## src/core/host_port_pkg.sv

```systemverilog
// Package with the constants and types shared by the host register access port.
package host_port_pkg;
  localparam int unsigned NUM_REGS       = 32;
  localparam int unsigned ADDR_W         = 5;
  localparam int unsigned DATA_W         = 8;
  localparam int unsigned FRAME_BITS     = 15;
  localparam logic [4:0]  FIRST_UNIMPL   = 5'h1a;
  localparam logic [7:0]  REG_RESET_VAL  = 8'h00;
  localparam logic [7:0]  UNIMPL_READ    = 8'h00;
  localparam int unsigned CLK_PERIOD_PS  = 5000;
  localparam int unsigned ACK_MAX_PS     = 20000;
  localparam int unsigned ACK_CYCLES     = (ACK_MAX_PS / CLK_PERIOD_PS < 1) ? 1 : ACK_MAX_PS / CLK_PERIOD_PS;
  localparam int unsigned RD_VALID_PS    = 10000;
  localparam int unsigned RD_CYCLES      = (RD_VALID_PS / CLK_PERIOD_PS < 1) ? 1 : RD_VALID_PS / CLK_PERIOD_PS;
  localparam int unsigned FRAME_CNT_W    = 4;

  typedef enum logic [1:0] {
    SEL_PARALLEL,
    SEL_LINK_A,
    SEL_LINK_B
  } sel_t;

  function automatic logic is_writable(input logic [4:0] addr);
    return addr < FIRST_UNIMPL;
  endfunction : is_writable
endpackage : host_port_pkg

```

## src/core/reg_port_if.sv

```systemverilog
// Interface carrying register write and read traffic between the port and its register store.
interface reg_port_if;
  logic       wr_en;
  logic [4:0] wr_addr;
  logic [7:0] wr_data;
  logic [4:0] rd_addr;
  logic [7:0] rd_data;

  modport master (output wr_en, output wr_addr, output wr_data, output rd_addr, input rd_data);
  modport store  (input wr_en, input wr_addr, input wr_data, input rd_addr, output rd_data);
endinterface : reg_port_if

```

## src/core/host_register_access_port.sv

```systemverilog
// Host register access port with one parallel bus and two redundant serial links.
module host_register_access_port
  import host_port_pkg::*;
(
  // Clock and reset.
  input  wire logic                             i_mclk,
  input  wire logic                             i_rst,
  // Interface select pins.
  input  wire logic                             i_link_a_select_n,
  input  wire logic                             i_link_b_select_n,
  // Parallel bus.
  input  wire logic [host_port_pkg::ADDR_W-1:0] i_parallel_register_address,
  input  wire logic [host_port_pkg::DATA_W-1:0] i_parallel_data_byte,
  output logic      [host_port_pkg::DATA_W-1:0] o_parallel_data_byte,
  output logic                                  o_parallel_data_oe_n,
  input  wire logic                             i_parallel_parity_bit,
  output logic                                  o_parallel_parity_bit,
  output logic                                  o_parallel_parity_oe_n,
  input  wire logic                             i_chip_enable_n,
  input  wire logic                             i_output_enable_n,
  input  wire logic                             i_write_enable_n,
  // Serial link A.
  input  wire logic                             i_link_a_slave_select_n,
  input  wire logic                             i_link_a_serial_clock,
  input  wire logic                             i_link_a_mosi,
  output logic                                  o_link_a_miso,
  output logic                                  o_link_a_miso_oe_n,
  // Serial link B.
  input  wire logic                             i_link_b_slave_select_n,
  input  wire logic                             i_link_b_serial_clock,
  input  wire logic                             i_link_b_mosi,
  output logic                                  o_link_b_miso,
  output logic                                  o_link_b_miso_oe_n,
  // Shared acknowledge.
  output logic                                  o_ack_n
);
  import host_port_pkg::*;

  localparam int unsigned NSYNC    = 25;
  localparam int          ACK_WAIT = int'(ACK_CYCLES);

  typedef struct packed {
    logic [NSYNC-1:0] s1;
    logic [NSYNC-1:0] s2;
    logic             spa_d;
    logic             spb_d;
    logic             sck_d;
    logic             ss_d;
    logic             we_d;
    sel_t             sel;
    logic [3:0]       bitcnt;
    logic [13:0]      shift;
    logic             rw;
    logic             par;
    logic             overrun;
    logic [7:0]       rd_byte;
    logic             miso;
    logic             ack_n;
    logic             wr_en;
    logic [4:0]       wr_addr;
    logic [7:0]       wr_data;
    logic [7:0]       pdata;
    logic             ppar;
    logic             pdrive;
  } state_t;

  state_t       state_r;
  state_t       state_nxt;
  reg_port_if   rbus ();
  logic [NSYNC-1:0] raw;

  reg_store u_store (
    .i_mclk (i_mclk),
    .i_rst  (i_rst),
    .bus    (rbus.store)
  );

  assign raw = {i_link_a_select_n, i_link_b_select_n, i_parallel_register_address, i_parallel_data_byte,
                i_parallel_parity_bit, i_chip_enable_n, i_output_enable_n, i_write_enable_n,
                i_link_a_slave_select_n, i_link_a_serial_clock, i_link_a_mosi,
                i_link_b_slave_select_n, i_link_b_serial_clock, i_link_b_mosi};

  // Synchronised pin views, all taken from the second stage.
  logic       spa, spb, ce_n, oe_n, we_n, ppin, link_a_slave_select_n, scka, mosia, link_b_slave_select_n, sckb, mosib;
  logic [4:0] paddr;
  logic [7:0] pdin;
  assign {spa, spb, paddr, pdin, ppin, ce_n, oe_n, we_n, link_a_slave_select_n, scka, mosia, link_b_slave_select_n, sckb, mosib} = state_r.s2;

  logic ss_cur, sck_cur, mosi_cur, par_ok, sel_fall;
  always_comb begin
    ss_cur   = (state_r.sel == SEL_LINK_A) ? link_a_slave_select_n : link_b_slave_select_n;
    sck_cur  = (state_r.sel == SEL_LINK_A) ? scka : sckb;
    mosi_cur = (state_r.sel == SEL_LINK_A) ? mosia : mosib;
    par_ok   = ~^{paddr, pdin, ppin};
    sel_fall = (state_r.spa_d && !spa) || (state_r.spb_d && !spb);
  end

  assign rbus.wr_en   = state_r.wr_en;
  assign rbus.wr_addr = state_r.wr_addr;
  assign rbus.wr_data = state_r.wr_data;
  assign rbus.rd_addr = (state_r.sel == SEL_PARALLEL) ? paddr : state_r.shift[4:0];

  always_comb begin
    state_nxt       = state_r;
    state_nxt.s1    = raw;
    state_nxt.s2    = state_r.s1;
    state_nxt.spa_d = spa;
    state_nxt.spb_d = spb;
    state_nxt.sck_d = sck_cur;
    state_nxt.ss_d  = ss_cur;
    state_nxt.we_d  = we_n;
    state_nxt.wr_en = 1'b0;
    // Edge-driven selection; a falling select wins, clears the bit count and blocks writes, but ack_n keeps its value.
    if (state_r.spa_d && !spa) begin
      state_nxt.sel    = SEL_LINK_A;
      state_nxt.bitcnt = '0;
      state_nxt.ss_d   = 1'b1;
    end else if (state_r.spb_d && !spb) begin
      state_nxt.sel    = SEL_LINK_B;
      state_nxt.bitcnt = '0;
      state_nxt.ss_d   = 1'b1;
    end else if (spa && spb) begin
      state_nxt.sel = SEL_PARALLEL;
    end
    state_nxt.pdrive = 1'b0;
    if (state_r.sel == SEL_PARALLEL && state_nxt.sel == SEL_PARALLEL) begin
      state_nxt.ack_n = !(!ce_n && oe_n && par_ok);
      state_nxt.pdrive = !ce_n && !oe_n && we_n;
      state_nxt.pdata  = rbus.rd_data;
      state_nxt.ppar   = ^{paddr, rbus.rd_data};
      if (!ce_n && oe_n && state_r.we_d && !we_n && par_ok && !state_r.ack_n) begin
        state_nxt.wr_en   = 1'b1;
        state_nxt.wr_addr = paddr;
        state_nxt.wr_data = pdin;
      end
    end else if (state_r.sel != SEL_PARALLEL && state_nxt.sel == state_r.sel && !sel_fall) begin
      if (state_r.ss_d && !ss_cur) begin
        state_nxt.bitcnt  = '0;
        state_nxt.par     = 1'b0;
        state_nxt.overrun = 1'b0;
        state_nxt.ack_n   = 1'b1;
        state_nxt.miso    = 1'b0;
      end else if (!ss_cur && !state_r.sck_d && sck_cur) begin
        state_nxt.par = state_r.par ^ mosi_cur;
        if (state_r.bitcnt == 4'(FRAME_BITS)) begin
          state_nxt.overrun = 1'b1;
        end else begin
          state_nxt.bitcnt = state_r.bitcnt + 4'h1;
          if (state_r.bitcnt == 4'h0) begin
            state_nxt.rw = mosi_cur;
          end else begin
            state_nxt.shift = {state_r.shift[12:0], mosi_cur};
          end
        end
      end else if (!ss_cur && state_r.sck_d && !sck_cur) begin
        if (state_r.bitcnt == 4'h6) begin
          // The address has only just been completed, so the byte is fetched here.
          state_nxt.miso    = rbus.rd_data[7];
          state_nxt.rd_byte = {rbus.rd_data[6:0], 1'b0};
        end else if (state_r.bitcnt >= 4'h7 && state_r.bitcnt <= 4'hd) begin
          state_nxt.miso    = state_r.rd_byte[7];
          state_nxt.rd_byte = {state_r.rd_byte[6:0], 1'b0};
        end else begin
          state_nxt.miso = 1'b0;
        end
      end else if (!state_r.ss_d && ss_cur) begin
        // Only a whole frame of correct length and parity writes.
        if (state_r.bitcnt == 4'(FRAME_BITS) && !state_r.overrun && !state_r.par) begin
          state_nxt.ack_n = 1'b0;
          if (!state_r.rw) begin
            state_nxt.wr_en   = 1'b1;
            state_nxt.wr_addr = state_r.shift[13:9];
            state_nxt.wr_data = state_r.shift[8:1];
          end
        end
        state_nxt.bitcnt = '0;
      end
    end
  end

  always_ff @(posedge i_mclk or posedge i_rst) begin
    if (i_rst) begin
      state_r       <= '0;
      state_r.s1    <= '1;
      state_r.s2    <= '1;
      state_r.spa_d <= 1'b1;
      state_r.spb_d <= 1'b1;
      state_r.ss_d  <= 1'b1;
      state_r.we_d  <= 1'b1;
      state_r.ack_n <= 1'b1;
      state_r.sel   <= SEL_PARALLEL;
    end else begin
      state_r <= state_nxt;
    end
  end

  always_ff @(posedge i_mclk or posedge i_rst) begin
    if (i_rst) begin
      o_parallel_data_byte   <= 8'h00;
      o_parallel_data_oe_n   <= 1'b1;
      o_parallel_parity_bit  <= 1'b0;
      o_parallel_parity_oe_n <= 1'b1;
      o_link_a_miso          <= 1'b0;
      o_link_a_miso_oe_n     <= 1'b1;
      o_link_b_miso          <= 1'b0;
      o_link_b_miso_oe_n     <= 1'b1;
      o_ack_n                <= 1'b1;
    end else begin
      o_parallel_data_byte   <= state_r.pdata;
      o_parallel_data_oe_n   <= !(state_r.pdrive && state_r.sel == SEL_PARALLEL);
      o_parallel_parity_bit  <= state_r.ppar;
      o_parallel_parity_oe_n <= !(state_r.pdrive && state_r.sel == SEL_PARALLEL);
      o_link_a_miso          <= state_r.miso;
      o_link_a_miso_oe_n     <= !(state_r.sel == SEL_LINK_A && !link_a_slave_select_n);
      o_link_b_miso          <= state_r.miso;
      o_link_b_miso_oe_n     <= !(state_r.sel == SEL_LINK_B && !link_b_slave_select_n);
      o_ack_n                <= state_r.ack_n;
    end
  end

  bad_parity_nowr_a: assert property (@(posedge i_mclk) disable iff (i_rst)
    (state_r.sel == SEL_PARALLEL && state_nxt.sel == SEL_PARALLEL && !par_ok) |=> !state_r.wr_en)
    else $error("write despite parity failure");
  ack_on_parity_a: assert property (@(posedge i_mclk) disable iff (i_rst)
    (state_r.sel == SEL_PARALLEL && !ce_n && oe_n && par_ok && spa && spb && state_r.spa_d && state_r.spb_d)
    |-> ##[1:ACK_WAIT] !o_ack_n)
    else $error("acknowledge late on good parity");
  one_active_a: assert property (@(posedge i_mclk) disable iff (i_rst)
    $countones({!o_parallel_data_oe_n, !o_link_a_miso_oe_n, !o_link_b_miso_oe_n}) <= 1)
    else $error("two interfaces drive at once");
  par_sel_a: assert property (@(posedge i_mclk) disable iff (i_rst)
    (spa && spb && state_r.spa_d && state_r.spb_d) |=> state_r.sel == SEL_PARALLEL)
    else $error("parallel not selected");
  fall_sel_a: assert property (@(posedge i_mclk) disable iff (i_rst)
    (state_r.spa_d && !spa) |=> state_r.sel == SEL_LINK_A)
    else $error("link A not selected on falling edge");
  abort_count_a: assert property (@(posedge i_mclk) disable iff (i_rst)
    (state_r.spb_d && !spb) |=> state_r.bitcnt == 4'h0 && !state_r.wr_en)
    else $error("switch did not abort");
  frame_len_a: assert property (@(posedge i_mclk) disable iff (i_rst)
    state_r.wr_en && state_r.sel != SEL_PARALLEL |-> $past(state_r.bitcnt) == 4'(FRAME_BITS))
    else $error("serial write from wrong length frame");
  read_drive_a: assert property (@(posedge i_mclk) disable iff (i_rst)
    !o_parallel_data_oe_n |-> ($past(ce_n, 2) == 1'b0 && $past(oe_n, 2) == 1'b0))
    else $error("parallel data driven outside a read");
  ack_par_fail_a: assert property (@(posedge i_mclk) disable iff (i_rst)
    (state_r.sel == SEL_PARALLEL && state_nxt.sel == SEL_PARALLEL && !par_ok) |=> ##1 o_ack_n)
    else $error("acknowledge low on parity failure");
  read_parity_a: assert property (@(posedge i_mclk) disable iff (i_rst)
    !o_parallel_data_oe_n |-> ^{$past(paddr, 2), o_parallel_data_byte, o_parallel_parity_bit} == 1'b0)
    else $error("read parity not even");
  link_a_quiet_a: assert property (@(posedge i_mclk) disable iff (i_rst)
    state_r.sel != SEL_LINK_A |=> o_link_a_miso_oe_n)
    else $error("link A output driven while unselected");
  link_b_quiet_a: assert property (@(posedge i_mclk) disable iff (i_rst)
    state_r.sel != SEL_LINK_B |=> o_link_b_miso_oe_n)
    else $error("link B output driven while unselected");
  serial_ack_hold_a: assert property (@(posedge i_mclk) disable iff (i_rst)
    (state_r.sel != SEL_PARALLEL && state_nxt.sel == state_r.sel && !state_r.ack_n
     && !(state_r.ss_d && !ss_cur))
    |=> !state_r.ack_n)
    else $error("serial acknowledge dropped before select fell");
  bad_frame_nowr_a: assert property (@(posedge i_mclk) disable iff (i_rst)
    (state_r.sel != SEL_PARALLEL && state_nxt.sel == state_r.sel && !state_r.ss_d && ss_cur
     && (state_r.par || state_r.bitcnt != 4'(FRAME_BITS)))
    |=> !state_r.wr_en && state_r.ack_n)
    else $error("bad serial frame accepted");
  bit_count_a: assert property (@(posedge i_mclk) disable iff (i_rst)
    (state_r.sel != SEL_PARALLEL && state_nxt.sel == state_r.sel && !sel_fall && !state_r.ss_d && !ss_cur
     && !state_r.sck_d && sck_cur && state_r.bitcnt != 4'(FRAME_BITS))
    |=> state_r.bitcnt == $past(state_r.bitcnt) + 4'h1)
    else $error("serial bit not counted on clock rise");
  serial_write_a: assert property (@(posedge i_mclk) disable iff (i_rst)
    (state_r.wr_en && state_r.sel != SEL_PARALLEL)
    |-> state_r.wr_addr == $past(state_r.shift[13:9]) && state_r.wr_data == $past(state_r.shift[8:1]))
    else $error("serial write fields out of place");
  write_addr_a: assert property (@(posedge i_mclk) disable iff (i_rst)
    (state_r.wr_en && state_r.sel == SEL_PARALLEL) |-> state_r.wr_addr == $past(paddr) && state_r.wr_data == $past(pdin))
    else $error("parallel write to wrong register");
endmodule : host_register_access_port

```

## src/core/reg_store.sv

```systemverilog
// Register store of 32 byte-wide locations with the unimplemented range masked.
module reg_store
  import host_port_pkg::*;
(
  // Clock and reset.
  input  wire logic i_mclk,
  input  wire logic i_rst,
  // Register traffic.
  reg_port_if.store bus
);
  import host_port_pkg::*;

  typedef struct packed {
    logic [NUM_REGS-1:0][7:0] mem;
  } store_t;

  store_t state_r;
  store_t state_nxt;

  always_comb begin
    state_nxt = state_r;
    if (bus.wr_en && is_writable(bus.wr_addr)) begin
      state_nxt.mem[bus.wr_addr] = bus.wr_data;
    end
  end

  always_ff @(posedge i_mclk or posedge i_rst) begin
    if (i_rst) begin
      state_r <= '{default: '0};
    end else begin
      state_r <= state_nxt;
    end
  end

  // Unimplemented addresses always read as zero.
  assign bus.rd_data = is_writable(bus.rd_addr) ? state_r.mem[bus.rd_addr] : UNIMPL_READ;

  unimpl_stays_a: assert property (@(posedge i_mclk) disable iff (i_rst)
    !is_writable(bus.rd_addr) |-> bus.rd_data == 8'h00)
    else $error("unimplemented register read nonzero");
endmodule : reg_store

```

## config.mk

```make
export PLATFORM = sky130hd
export DESIGN_NAME = host_register_access_port
export DESIGN_NICKNAME = d
export VERILOG_FILES = /design/src/core/host_port_pkg.sv /design/src/core/reg_port_if.sv /design/src/core/host_register_access_port.sv /design/src/core/reg_store.sv
export SDC_FILE = /design/constraint.sdc
export NUM_CORES = 1
export LEC_CHECK = 0
export BUFFER_PORTS_ARGS = -buffer_cell sky130_fd_sc_hd__buf_2
export CELL_PAD_IN_SITES_DETAIL_PLACEMENT = 0
export CELL_PAD_IN_SITES_GLOBAL_PLACEMENT = 1
export CORE_ASPECT_RATIO = 1.4
export CORE_UTILIZATION = 55
export DETAILED_ROUTE_END_ITERATION = 8
export MAX_ROUTING_LAYER = met4
export PLACE_DENSITY = 0.89
export SLEW_MARGIN = 10
export SYNTH_ARGS = -nofsm -noshare
export SYNTH_HDL_FRONTEND = slang
export SYNTH_SLANG_ARGS = --single-unit
```

## constraint.sdc

```tcl
create_clock -name i_mclk -period 22.5 [get_ports i_mclk]
set_input_delay 4.5 -clock i_mclk [delete_from_list [all_inputs] [get_ports i_mclk]]
set_output_delay 4.5 -clock i_mclk [all_outputs]
set_load 0.01 [all_outputs]
```

After elaboration in Yosys (flattened, before gate mapping)
Cells that the tools add are included.

Register bits: 382. Output and inout bits: 16. Logic and storage cells: 203. Input bits: 27.

Muxes and demuxes: 44. Equality and inequality tests: 13. Reduce and logical (&&, ||, !) cells: 71. Order comparisons: 7. Bitwise operators: 6. Add/subtract/negate cells: 1.

Operators by type and width (number): $bwmux 256 (1); $mux 15 (5); $mux 14 (4); $mux 45 (1); $bmux 8 s5 (1); $demux 8 s5 (1); $mux 8 (5); $mux 30 (1); $logic_and 1x1->1 (28); $mux 24 (1); $mux 4 (5); $logic_not 1->1 (19); $mux 19 (1); $mux 9 (2); $reduce_and 6->1 (3); $mux 17 (1); $reduce_bool 2->1 (8); $reduce_xnor 14->1 (1); $reduce_xor 13->1 (1); $lt 5x6->1 const B (2); $lt 5x5->1 const B (2); $mux 1 (9); $mux 2 (4); $ne 2x2->1 const B (4); other kinds (23) (32).

Depth between registers and ports, before layout
Gate-level depths: netlist (run 1).

Word-level depth: 11. Mapped depth: 14. Gate-level depth less buffers: 9.

Modules after synthesis
Synthesis (run 1) repeated with hierarchy kept, for this count alone.

Cells, all modules: 1080. Area total of the unflattened synthesis: 14737.9 um^2.

By module, submodules not included: reg_store (times used 1, seq. area each 5205.0 um^2, cells an instance 713, area each 9853.2 um^2); host_register_access_port (times used 1, seq. area each 3201.8 um^2, cells an instance 367, area each 4884.7 um^2).

Worst setup path before layout (run 1)
OpenSTA, ideal clock, no wires.

Path type: flip-flop to output port. Start: register o_parallel_parity_oe_n. End: output o_parallel_parity_oe_n. Data required time: 18.000 ns. Path buffers: 1. Cell stages (with the launch flop): 2. Arrival: 0.649 ns. Setup slack: 17.351 ns. Cell sequence: dfstp_2 -> buf_4.

RTL lines: start, declared (RTL line host_register_access_port.sv:18) `output logic o_parallel_parity_oe_n,`; start signal, assigned (RTL line host_register_access_port.sv:212) `o_parallel_parity_oe_n <= !(state_r.pdrive && state_r.sel == SEL_PARALLEL);`.

No word-level cell between the ends.

==> impl_metrics.ini, run 1 <==
[job]
maxCapViolations = 0

[sta]
report.final.hold_viol_count = 0
finalCriticalPeriod_ns = 5.73
clock.fmax_ghz = 0.175
skew_ns = 0.0157
slew_viol_final = 0
worstMarginPinSlew_ns = 1.23
min_period_over_period = 0.255
holdWs_ns = 0.355
setup_tns_ns = 0
slew_headroom = 0.176
grt_setup_unrepaired = no
setup_viol_count_final = 0

[pwr]
p_leak_nw = 7.70
p_per_area_mw_per_mm2 = 81.6
ir_drop_mv = 0.0526

[worst_setup_path]
cp_max_fo = 188
r2r_start = state_r[55]
endpoint_kind = asynchronous set/reset pin
reg2reg_to = state_r[1]
cp_slowest_cell = buf_12
reg2reg_depth = 10
cp.required_ns = 23.04
startpoint_type = input pin
critPathKind = in -> async
worstPathCellList = buf_2 > inv_8 > buf_12
r2r_slack_ns = 18.07
cp-startpoint = i_rst
slowest_delay_ns = 0.72
arrival_ns = 6.27

[global_routing]
use_met1 = 0.330
use_met2 = 0.465
antenna_found_initial = 0
grt_use_total = 0.279
grt.busiest_layer = met2
grt_max_degree = 189
grt_pass1_wl_mm = 55.9
met3_usage = 0.0347
gr-total-overflow = 0
first_global_vias = 9778

[cells_and_area]
syn_to_final_growth_pct = 9.92
n_antenna_cell = 0
post-route-util = 0.619
final-instance-count-excl-fill = 1525
final_cell_area_mm2 = 0.0162
fillers = 1970
nets = 1208
final_layout_size_suffix_gt1_frac = 0.346

[placement]
io_buffers = 42
place_area_mm2 = 0.0151
place.gp.congestion = 0.982
post-dp-hpwl_mm = 23.5
dp.cells = 1469

[drt]
routedWlPerCell_um = 23.5
wirelength_mm = 35.8
drtAntennaViolNets = 0
drtIter0Drc = 602
routed_via_density = 6.24
drc_errors = 0
vias = 9510
drt_first_pass_iters = 5

[cts]
worstSkewPairLatency_ns = 0.57
htreeDepth = 1
cts_resized = 0
clock_sinks = 333
tritoncts = yes
clock_tree.root_cell = clkbuf_16
postCtsSetupRepairBufs = 0
path_clk_slew_ns = 0.07
cts_hold_buf = 0
cts_max_path_buffers = 3
cts_made_buffers = 30

[floorplanning]
io_pins = 43
fp.coreArea_mm2 = 0.0262
dieArea_mm2 = 0.0275
die_w_um = 140
fp.dieH_um = 196
initial_core_util = 0.563
row_count = 70

[min_path]
hold_end = pdin[7]
min_path_cells = 0
min_from = state_nxt[79]
hold_class = reg -> reg

[synthesis]
syn_area_mm2 = 0.0147
synth_area_leader_cell = dfrtp_1
synth-edff-count = 0
synth.most_common_cell = dfrtp_1
synth-async-reset-ratio = 1.00
yosys-top-cells-count = dfrtp_1 (274), mux2_2 (224), nand2_1 (115)
synth_warnings = 0
yosys-top-cells-area = dfrtp_1 (47%), mux2_2 (17%), dfstp_2 (11%)
synth_top_area_frac = 0.465
syn_nets = 1189
syn_area_per_cell_um2 = 12.7
synth_cell_type_count = 73
yosysSeqAreaShare = 0.570
syn_inst = 1158
ys.flop_type = dfrtp_1
ys_ff_latch = 333

[run_status]
status = complete, no violations
==> area by class of cell <==
type,instances,area [µm²],share of cell area
inverter,11,48.8,0.00301
clock buffer,47,971,0.0599
clock inverter,9,82.6,0.00510
tap,324,405,0.0250
sequential,333,8410,0.519
multi-input combinational,746,5970,0.368
timing repair buffer,55,320,0.0198
==> routing by layer <==
metal	part of all wire	vias up
li1	-	4241
met1	0.39	4863
met4	0.055	0
met3	0.044	104
met5	0	-
met2	0.51	302
==> sequential cells by signal, summed over array words and instances, names as in the netlist, 5 cells and up <==
signal,count
state_r,47
paddr,5
rbus.wr_addr,5
u_store.state_r,208
state_nxt,26
o_parallel_data_byte,8
rbus.wr_data,8
pdin,8
==> how the worst max path moves through the flow <==
stage | endpoint | slack [ns] | depth (start not counted)
2_1_floorplan | o_link_b_miso | 8.87 | 1
3_3_place_gp | u_store.state_r[20] | 16.21 | 3
3_5_place_dp | u_store.state_r[50] | 16.15 | 3
4_1_cts | u_store.state_r[58] | 16.74 | 3
5_1_grt | u_store.state_r[7] | 16.47 | 3
6_report | u_store.state_r[207] | 16.77 | 3
==> through the flow <==
stage / total power, W / setup WS (ns)
2_1_floorplan: 0.000748 / 8.87
6_report: 0.00132 / 16.77
4_1_cts: 0.00133 / 16.74
3_5_place_dp: 0.000796 / 16.15
3_3_place_gp: 0.000794 / 16.21
5_1_grt: 0.00136 / 16.47
==> layout by cell type (no fill, tap or decap), types with 7 or more instances in the layout <==
master       n
dfrtp_1    274
mux2_2     224
nand2_1    115
dfstp_2     59
nand3_1     53
o21ai_0     47
buf_2       42
clkbuf_16   35
nor2_1      34
mux2i_1     24
a21oi_1     20
a31oi_1     19
and3_1      17
a22o_1      15
mux4_2      14
xnor2_1     13
a21o_1      13
buf_4       12
inv_1       10
a211oi_1     9
nor3b_1      8
o31ai_1      8
or3_1        7
a32oi_1      7
clkbuf_1     7
==> worst max-delay path, delay by kind of cell <==
family | cells | cell delay [ns]
buf+inv | 3 | 1.44
==> power breakdown <==
| group | switching [W] | internal [W] | total [W] |
|---|---|---|---|
| combinational | 0.0000734 | 0.0000442 | 0.000118 |
| sequential | 0.0000444 | 0.000626 | 0.000670 |
| clock | 0.000225 | 0.000309 | 0.000534 |
==> cells by family after synthesis <==
| kind of cell | Yosys count | share of synthesized area |
|---|---|---|
| DFF | 333 | 0.570 |
| and+or+nand+nor | 286 | 0.0977 |
| muxes | 262 | 0.209 |
| AOI/OAI and AO/OA | 176 | 0.0808 |
| buffers and inverters | 79 | 0.0255 |
| xor gates and xnor gates | 18 | 0.0135 |
| adders and majority gates | 4 | 0.00340 |
No activity file was read; power rests on OpenSTA's default activity.
==> run 2: changes to the inputs <==
--- a/config.mk
+++ b/config.mk
@@ -5,14 +5,15 @@
 export SDC_FILE = /design/constraint.sdc
 export NUM_CORES = 1
 export LEC_CHECK = 0
+export ABC_AREA = 1
 export BUFFER_PORTS_ARGS = -buffer_cell sky130_fd_sc_hd__buf_2
 export CELL_PAD_IN_SITES_DETAIL_PLACEMENT = 0
 export CELL_PAD_IN_SITES_GLOBAL_PLACEMENT = 1
 export CORE_ASPECT_RATIO = 1.4
-export CORE_UTILIZATION = 55
+export CORE_UTILIZATION = 43
 export DETAILED_ROUTE_END_ITERATION = 8
 export MAX_ROUTING_LAYER = met4
-export PLACE_DENSITY = 0.89
+export PLACE_DENSITY = 0.8
 export SLEW_MARGIN = 10
 export SYNTH_ARGS = -nofsm -noshare
 export SYNTH_HDL_FRONTEND = slang
==> constraint.sdc (replaced) <==
create_clock -name i_mclk -period 4.7 [get_ports i_mclk]
set_input_delay 0.94 -clock i_mclk [delete_from_list [all_inputs] [get_ports i_mclk]]
set_output_delay 0.94 -clock i_mclk [all_outputs]
set_load 0.01 [all_outputs]
==> impl_metrics.ini, run 2 <==
[drt]
routedWlPerCell_um = 18.7
drc_errors = 0
drt_first_pass_iters = 5
vias = 12400
routed_via_density = 5.41
drtIter0Drc = 968
wirelength_mm = 42.7
drtAntennaViolNets = 0

[sta]
min_period_over_period = 0.770
skew_ns = 0.0193
clock.fmax_ghz = 0.276
report.final.hold_viol_count = 0
setup_slack_ns = 1.08
slew_headroom = 0.236
worstMarginPinSlew_ns = 1.14
setup_viol_count_final = 0
setup_tns_ns = 0
slew_viol_final = 0
grt_setup_unrepaired = no
finalCriticalPeriod_ns = 3.62

[synthesis]
syn_area_per_cell_um2 = 8.81
synth_warnings = 0
syn_area_mm2 = 0.0162
synth-async-reset-ratio = 1.00
synth-edff-count = 0
synth_top_area_frac = 0.488
ys_ff_latch = 375
synth.most_common_cell = nand2_1
syn_nets = 1870
yosys-top-cells-area = dfrtp_1 (49%), nand2_1 (13%), dfstp_2 (9.6%)
yosys-top-cells-count = nand2_1 (576), dfrtp_1 (316), nand3_1 (280)
synth_cell_type_count = 44
yosysSeqAreaShare = 0.584
ys.flop_type = dfrtp_1
syn_inst = 1839
synth_area_leader_cell = dfrtp_1

[cells_and_area]
final_cell_mix = nand2_1 (576), dfrtp_1 (316), nand3_1 (280)
nets = 1821
final_layout_size_suffix_gt1_frac = 0.118
mostFrequentLayoutCell = nand2_1
syn_to_final_growth_pct = 9.20
n_antenna_cell = 0
largest_register_ffs = 250
top_register = u_store.state_r
post-route-util = 0.480
final_cell_area_mm2 = 0.0177

[global_routing]
grt_use_total = 0.237
antenna_found_initial = 0
grt_max_degree = 108
gr-total-overflow = 0
first_global_vias = 12200
grt_pass1_wl_mm = 69.0

[pwr]
ir_drop_mv = 0.365
total_power_w = 0.00741
p_per_area_mw_per_mm2 = 419
p_leak_nw = 7.81

[placement]
io_buffers = 42
place.gp.congestion = 0.875
place_area_mm2 = 0.0165
place_worst_setup_slack_ns = 1.12
post-dp-hpwl_mm = 27.8

[worst_setup_path]
critPathKind = reg -> reg
r2r_slack_ns = 1.08
arrival_ns = 4.05
cp.required_ns = 5.13
startpoint_type = flip-flop
endpoint_kind = flip-flop
cp_max_fo = 33

[cts]
tritoncts = yes
path_clk_slew_ns = 0.06
cts_hold_buf = 0
cts_made_buffers = 38
postCtsSetupRepairBufs = 0
clock_sinks = 375
cts_resized = 0
htreeDepth = 2
cts_max_path_buffers = 3
clock_tree.root_cell = clkbuf_16
worstSkewPairLatency_ns = 0.54

[floorplanning]
fp.dieH_um = 232
row_count = 83
initial_core_util = 0.439
io_pins = 43
dieArea_mm2 = 0.0384
fp.coreArea_mm2 = 0.0369
die_w_um = 166

[run_status]
status = complete, no violations

[min_path]
hold_class = reg -> reg

[job]
maxCapViolations = 0
[run 2: cell types whose count changed after synthesis, moves of 16 or more]
cell | previous run | this run
and3_1 | 17 | 0
buf_2 | 8 | 24
clkbuf_1 | 49 | 94
dfrtp_1 | 274 | 316
inv_1 | 11 | 73
mux2_2 | 224 | 0
mux2i_1 | 24 | 0
nand2_1 | 115 | 576
nand3_1 | 53 | 280
o21ai_0 | 47 | 229
[run 2: final cells by class]
cell class | instances | area, µm²
fill | 3529 | 19200
sequential | 375 | 9460
tap | 467 | 584
multi-input combinational | 1231 | 5690
inverter | 86 | 327
clock buffer | 57 | 1130
timing repair buffer | 58 | 405
clock inverter | 10 | 81.3
[run 2: power by group]
group	leakage [nW]	switching, W	internal [W]
Sequential	5.00	0.000104	0.00339
Combinational	2.21	0.000694	0.000253
Clock	0.602	0.00125	0.00172
Total	7.81	0.00204	0.00536
[run 2: path summary, 6_finish.rpt]
check	to	depth (start not counted)	startpoint
setup / recovery	state_r[1]	19	state_r[56]
hold / removal	pdin[3]	0	state_nxt[75]
setup reg to reg	state_r[1]	19	state_r[56]
hold reg to reg	pdin[3]	0	state_nxt[75]
max in group asynchronous	u_store.state_r[237]	4	i_rst
min in group asynchronous	u_store.state_r[114]	2	i_rst
[run 2: per-layer routing]
| metal | part of all wire | vias to the layer above | GRT usage | wire length [µm] |
|---|---|---|---|---|
| met5 | 0 | - | - | 0 |
| met1 | 0.41 | 6023 | 0.282 | 17500 |
| met3 | 0.046 | 91 | 0.0290 | 1970 |
| li1 | - | 5883 | - | - |
| met2 | 0.50 | 357 | 0.405 | 21400 |
| met4 | 0.042 | 0 | 0.106 | 1800 |
[run 2: cells by family (layout without fill, tap and decap cells)]
| kind of cell | count (synthesis) | in the layout | synth area share |
|---|---|---|---|
| AOI/OAI and AO/OA | 272 | 272 | 0.0887 |
| xor gates and xnor gates | 16 | 16 | 0.00865 |
| adders and majority gates | 4 | 4 | 0.00309 |
| buffers and inverters | 233 | 211 | 0.0656 |
| DFF | 375 | 375 | 0.584 |
| and+or+nand+nor | 939 | 939 | 0.250 |
[run 2: critical path: stages (launching register included)]
cell	delay [ns]
dfrtp_1	0.42
nor2_2	0.55
nand2_2	0.30
nand2_4	0.41
buf_4	0.40
nand2_1	0.09
nand3_1	0.09
nand3_1	0.08
nand3_1	0.13
nand3_1	0.18
nand2_1	0.25
inv_1	0.08
nand2_1	0.06
nand2_1	0.06
nand3_1	0.10
nand2_1	0.06
nand2_1	0.06
nand2_1	0.06
nand2_1	0.06
nand2_1	0.04
[run 2: per-stage QoR]
step                      hold slack (ns)  cells
after CTS                           0.353   2284
after global routing                0.356   2284
after floorplan                     0.345   1839
after global placement              0.346   2217
final                               0.352   2284
after detailed placement            0.347   2217
==> run 3: changes to the inputs <==
--- a/config.mk
+++ b/config.mk
@@ -5,15 +5,15 @@
 export SDC_FILE = /design/constraint.sdc
 export NUM_CORES = 1
 export LEC_CHECK = 0
-export ABC_AREA = 1
+export ABC_AREA = 0
 export BUFFER_PORTS_ARGS = -buffer_cell sky130_fd_sc_hd__buf_2
 export CELL_PAD_IN_SITES_DETAIL_PLACEMENT = 0
 export CELL_PAD_IN_SITES_GLOBAL_PLACEMENT = 1
 export CORE_ASPECT_RATIO = 1.4
-export CORE_UTILIZATION = 43
+export CORE_UTILIZATION = 51
 export DETAILED_ROUTE_END_ITERATION = 8
 export MAX_ROUTING_LAYER = met4
-export PLACE_DENSITY = 0.8
+export PLACE_DENSITY = 0.84
 export SLEW_MARGIN = 10
 export SYNTH_ARGS = -nofsm -noshare
 export SYNTH_HDL_FRONTEND = slang
==> constraint.sdc (replaced) <==
create_clock -name i_mclk -period 3.7 [get_ports i_mclk]
set_input_delay 0.74 -clock i_mclk [delete_from_list [all_inputs] [get_ports i_mclk]]
set_output_delay 0.74 -clock i_mclk [all_outputs]
set_load 0.01 [all_outputs]
==> impl_metrics.ini, run 3 (synthesized netlist as in run 1, its figures left out) <==
[global_routing]
grt_pass1_wl_mm = 61.0
grt_max_degree = 120
grt_use_total = 0.283
first_global_vias = 10100
gr-total-overflow = 0
antenna_found_initial = 0

[cts]
cts_hold_buf = 0
clock_tree.root_cell = clkbuf_16
tritoncts = yes
path_clk_slew_ns = 0.07
postCtsSetupRepairBufs = 0
cts_resized = 0
cts_made_buffers = 31
clock_sinks = 333
htreeDepth = 1
cts_max_path_buffers = 3
worstSkewPairLatency_ns = 0.58

[pwr]
internal_power_w = 0.00626
p_clk_frac = 0.425
switching_share = 0.256
seq_power_share = 0.485
ir_drop_mv = 0.372
p_sw_w = 0.00215
comb_power_share = 0.090
total_power_w = 0.00841
p_leak_nw = 7.93
p_per_area_mw_per_mm2 = 505

[floorplanning]
fp.dieH_um = 203
fp.coreArea_mm2 = 0.0284
dieArea_mm2 = 0.0296
die_w_um = 146
row_count = 73
io_pins = 43
initial_core_util = 0.519

[sta]
min_period_over_period = 0.959
slew_viol_final = 0
worstMarginPinSlew_ns = 1.20
finalCriticalPeriod_ns = 3.55
setup_viol_count_final = 0
setup_slack_ns = 0.153
holdWs_ns = 0.223
skew_ns = 0.0195
grt_setup_unrepaired = no
clock.fmax_ghz = 0.282
slew_headroom = 0.203
report.final.hold_viol_count = 0

[worst_setup_path]
r2r_start = paddr[2]
endpoint_kind = flip-flop
startpoint_type = flip-flop
cp_max_fo = 22
reg2reg_to = state_r[1]
cp.required_ns = 4.21
critPathKind = reg -> reg
reg2reg_depth = 9
arrival_ns = 4.06
r2r_slack_ns = 0.15

[cells_and_area]
post-route-util = 0.586
final_cell_mix = dfrtp_1 (274), mux2_2 (224), nand2_1 (115)
final_cell_area_mm2 = 0.0167
final_layout_size_suffix_gt1_frac = 0.370
n_antenna_cell = 0
nets = 1248
syn_to_final_growth_pct = 13.0
top_register = u_store.state_r
largest_register_ffs = 208
mostFrequentLayoutCell = dfrtp_1

[drt]
routed_via_density = 6.10
routedWlPerCell_um = 24.4
wirelength_mm = 39.4
drtIter0Drc = 775
drc_errors = 0
drt_first_pass_iters = 5
drtAntennaViolNets = 0
vias = 9866

[run_status]
status = complete, no violations

[placement]
post-dp-hpwl_mm = 27.1
place.gp.congestion = 0.927
place_area_mm2 = 0.0155
io_buffers = 42
place_worst_setup_slack_ns = 0.194

[job]
maxCapViolations = 0

[min_path]
hold_class = in -> async
-- run 3: stage by stage --
stage               cells  setup TNS, ns
global placement     1559              0
finish               1617              0
floorplan            1158        -409.35
detailed placement   1559              0
global route         1617              0
CTS                  1617              0
-- run 3: final cells by class --
cell class | count | area [µm²]
fillers | 2281 | 11800
flip-flops and latches | 333 | 8410
multi-input cells | 746 | 5960
clock buffers | 36 | 825
repair buffers | 94 | 626
well taps | 375 | 469
clock inverters | 22 | 324
inverters | 11 | 45.0
-- run 3: worst max-delay path by stage --
stage / depth (start not counted) / slack, ns / from / endpoint
after global routing: 9 / 0.07 / paddr[2] / state_r[1]
final: 9 / 0.15 / paddr[2] / state_r[1]
after detailed placement: 9 / 0.19 / paddr[2] / state_r[1]
after global placement: 9 / 0.23 / paddr[2] / state_r[1]
after floorplan: 1 / -1.44 / i_rst / o_link_b_miso
after CTS: 9 / 0.16 / paddr[2] / state_r[1]
-- run 3: power by group through the flow --
| stage | logic (W) | clock network (W) | registers [W] |
|---|---|---|---|
| 2_1_floorplan | 0.000581 | 0 | 0.00397 |
| 3_3_place_gp | 0.000754 | 0 | 0.00413 |
| 3_5_place_dp | 0.000757 | 0 | 0.00414 |
| 4_1_cts | 0.000763 | 0.00362 | 0.00408 |
| 5_1_grt | 0.000822 | 0.00376 | 0.00411 |
| 6_report | 0.000760 | 0.00357 | 0.00408 |
-- run 3: per-layer routing --
metal  up-vias  GRT usage  part of all wire
met3        86     0.0311             0.043
li1       4309          -                 -
met5         -          -                 0
met1      5139      0.344              0.40
met4         0      0.138             0.048
met2       332      0.473              0.51
-- run 3: worst max-delay path, stage by stage, from the launching register on --
cell     delay [ns]
dfstp_2        0.53
or3b_1         0.57
nand2_8        0.29
mux4_2         0.52
nor4b_1        0.16
a41o_1         0.26
nor4_4         0.27
xnor3_1        0.40
xnor3_1        0.35
o21ai_1        0.13
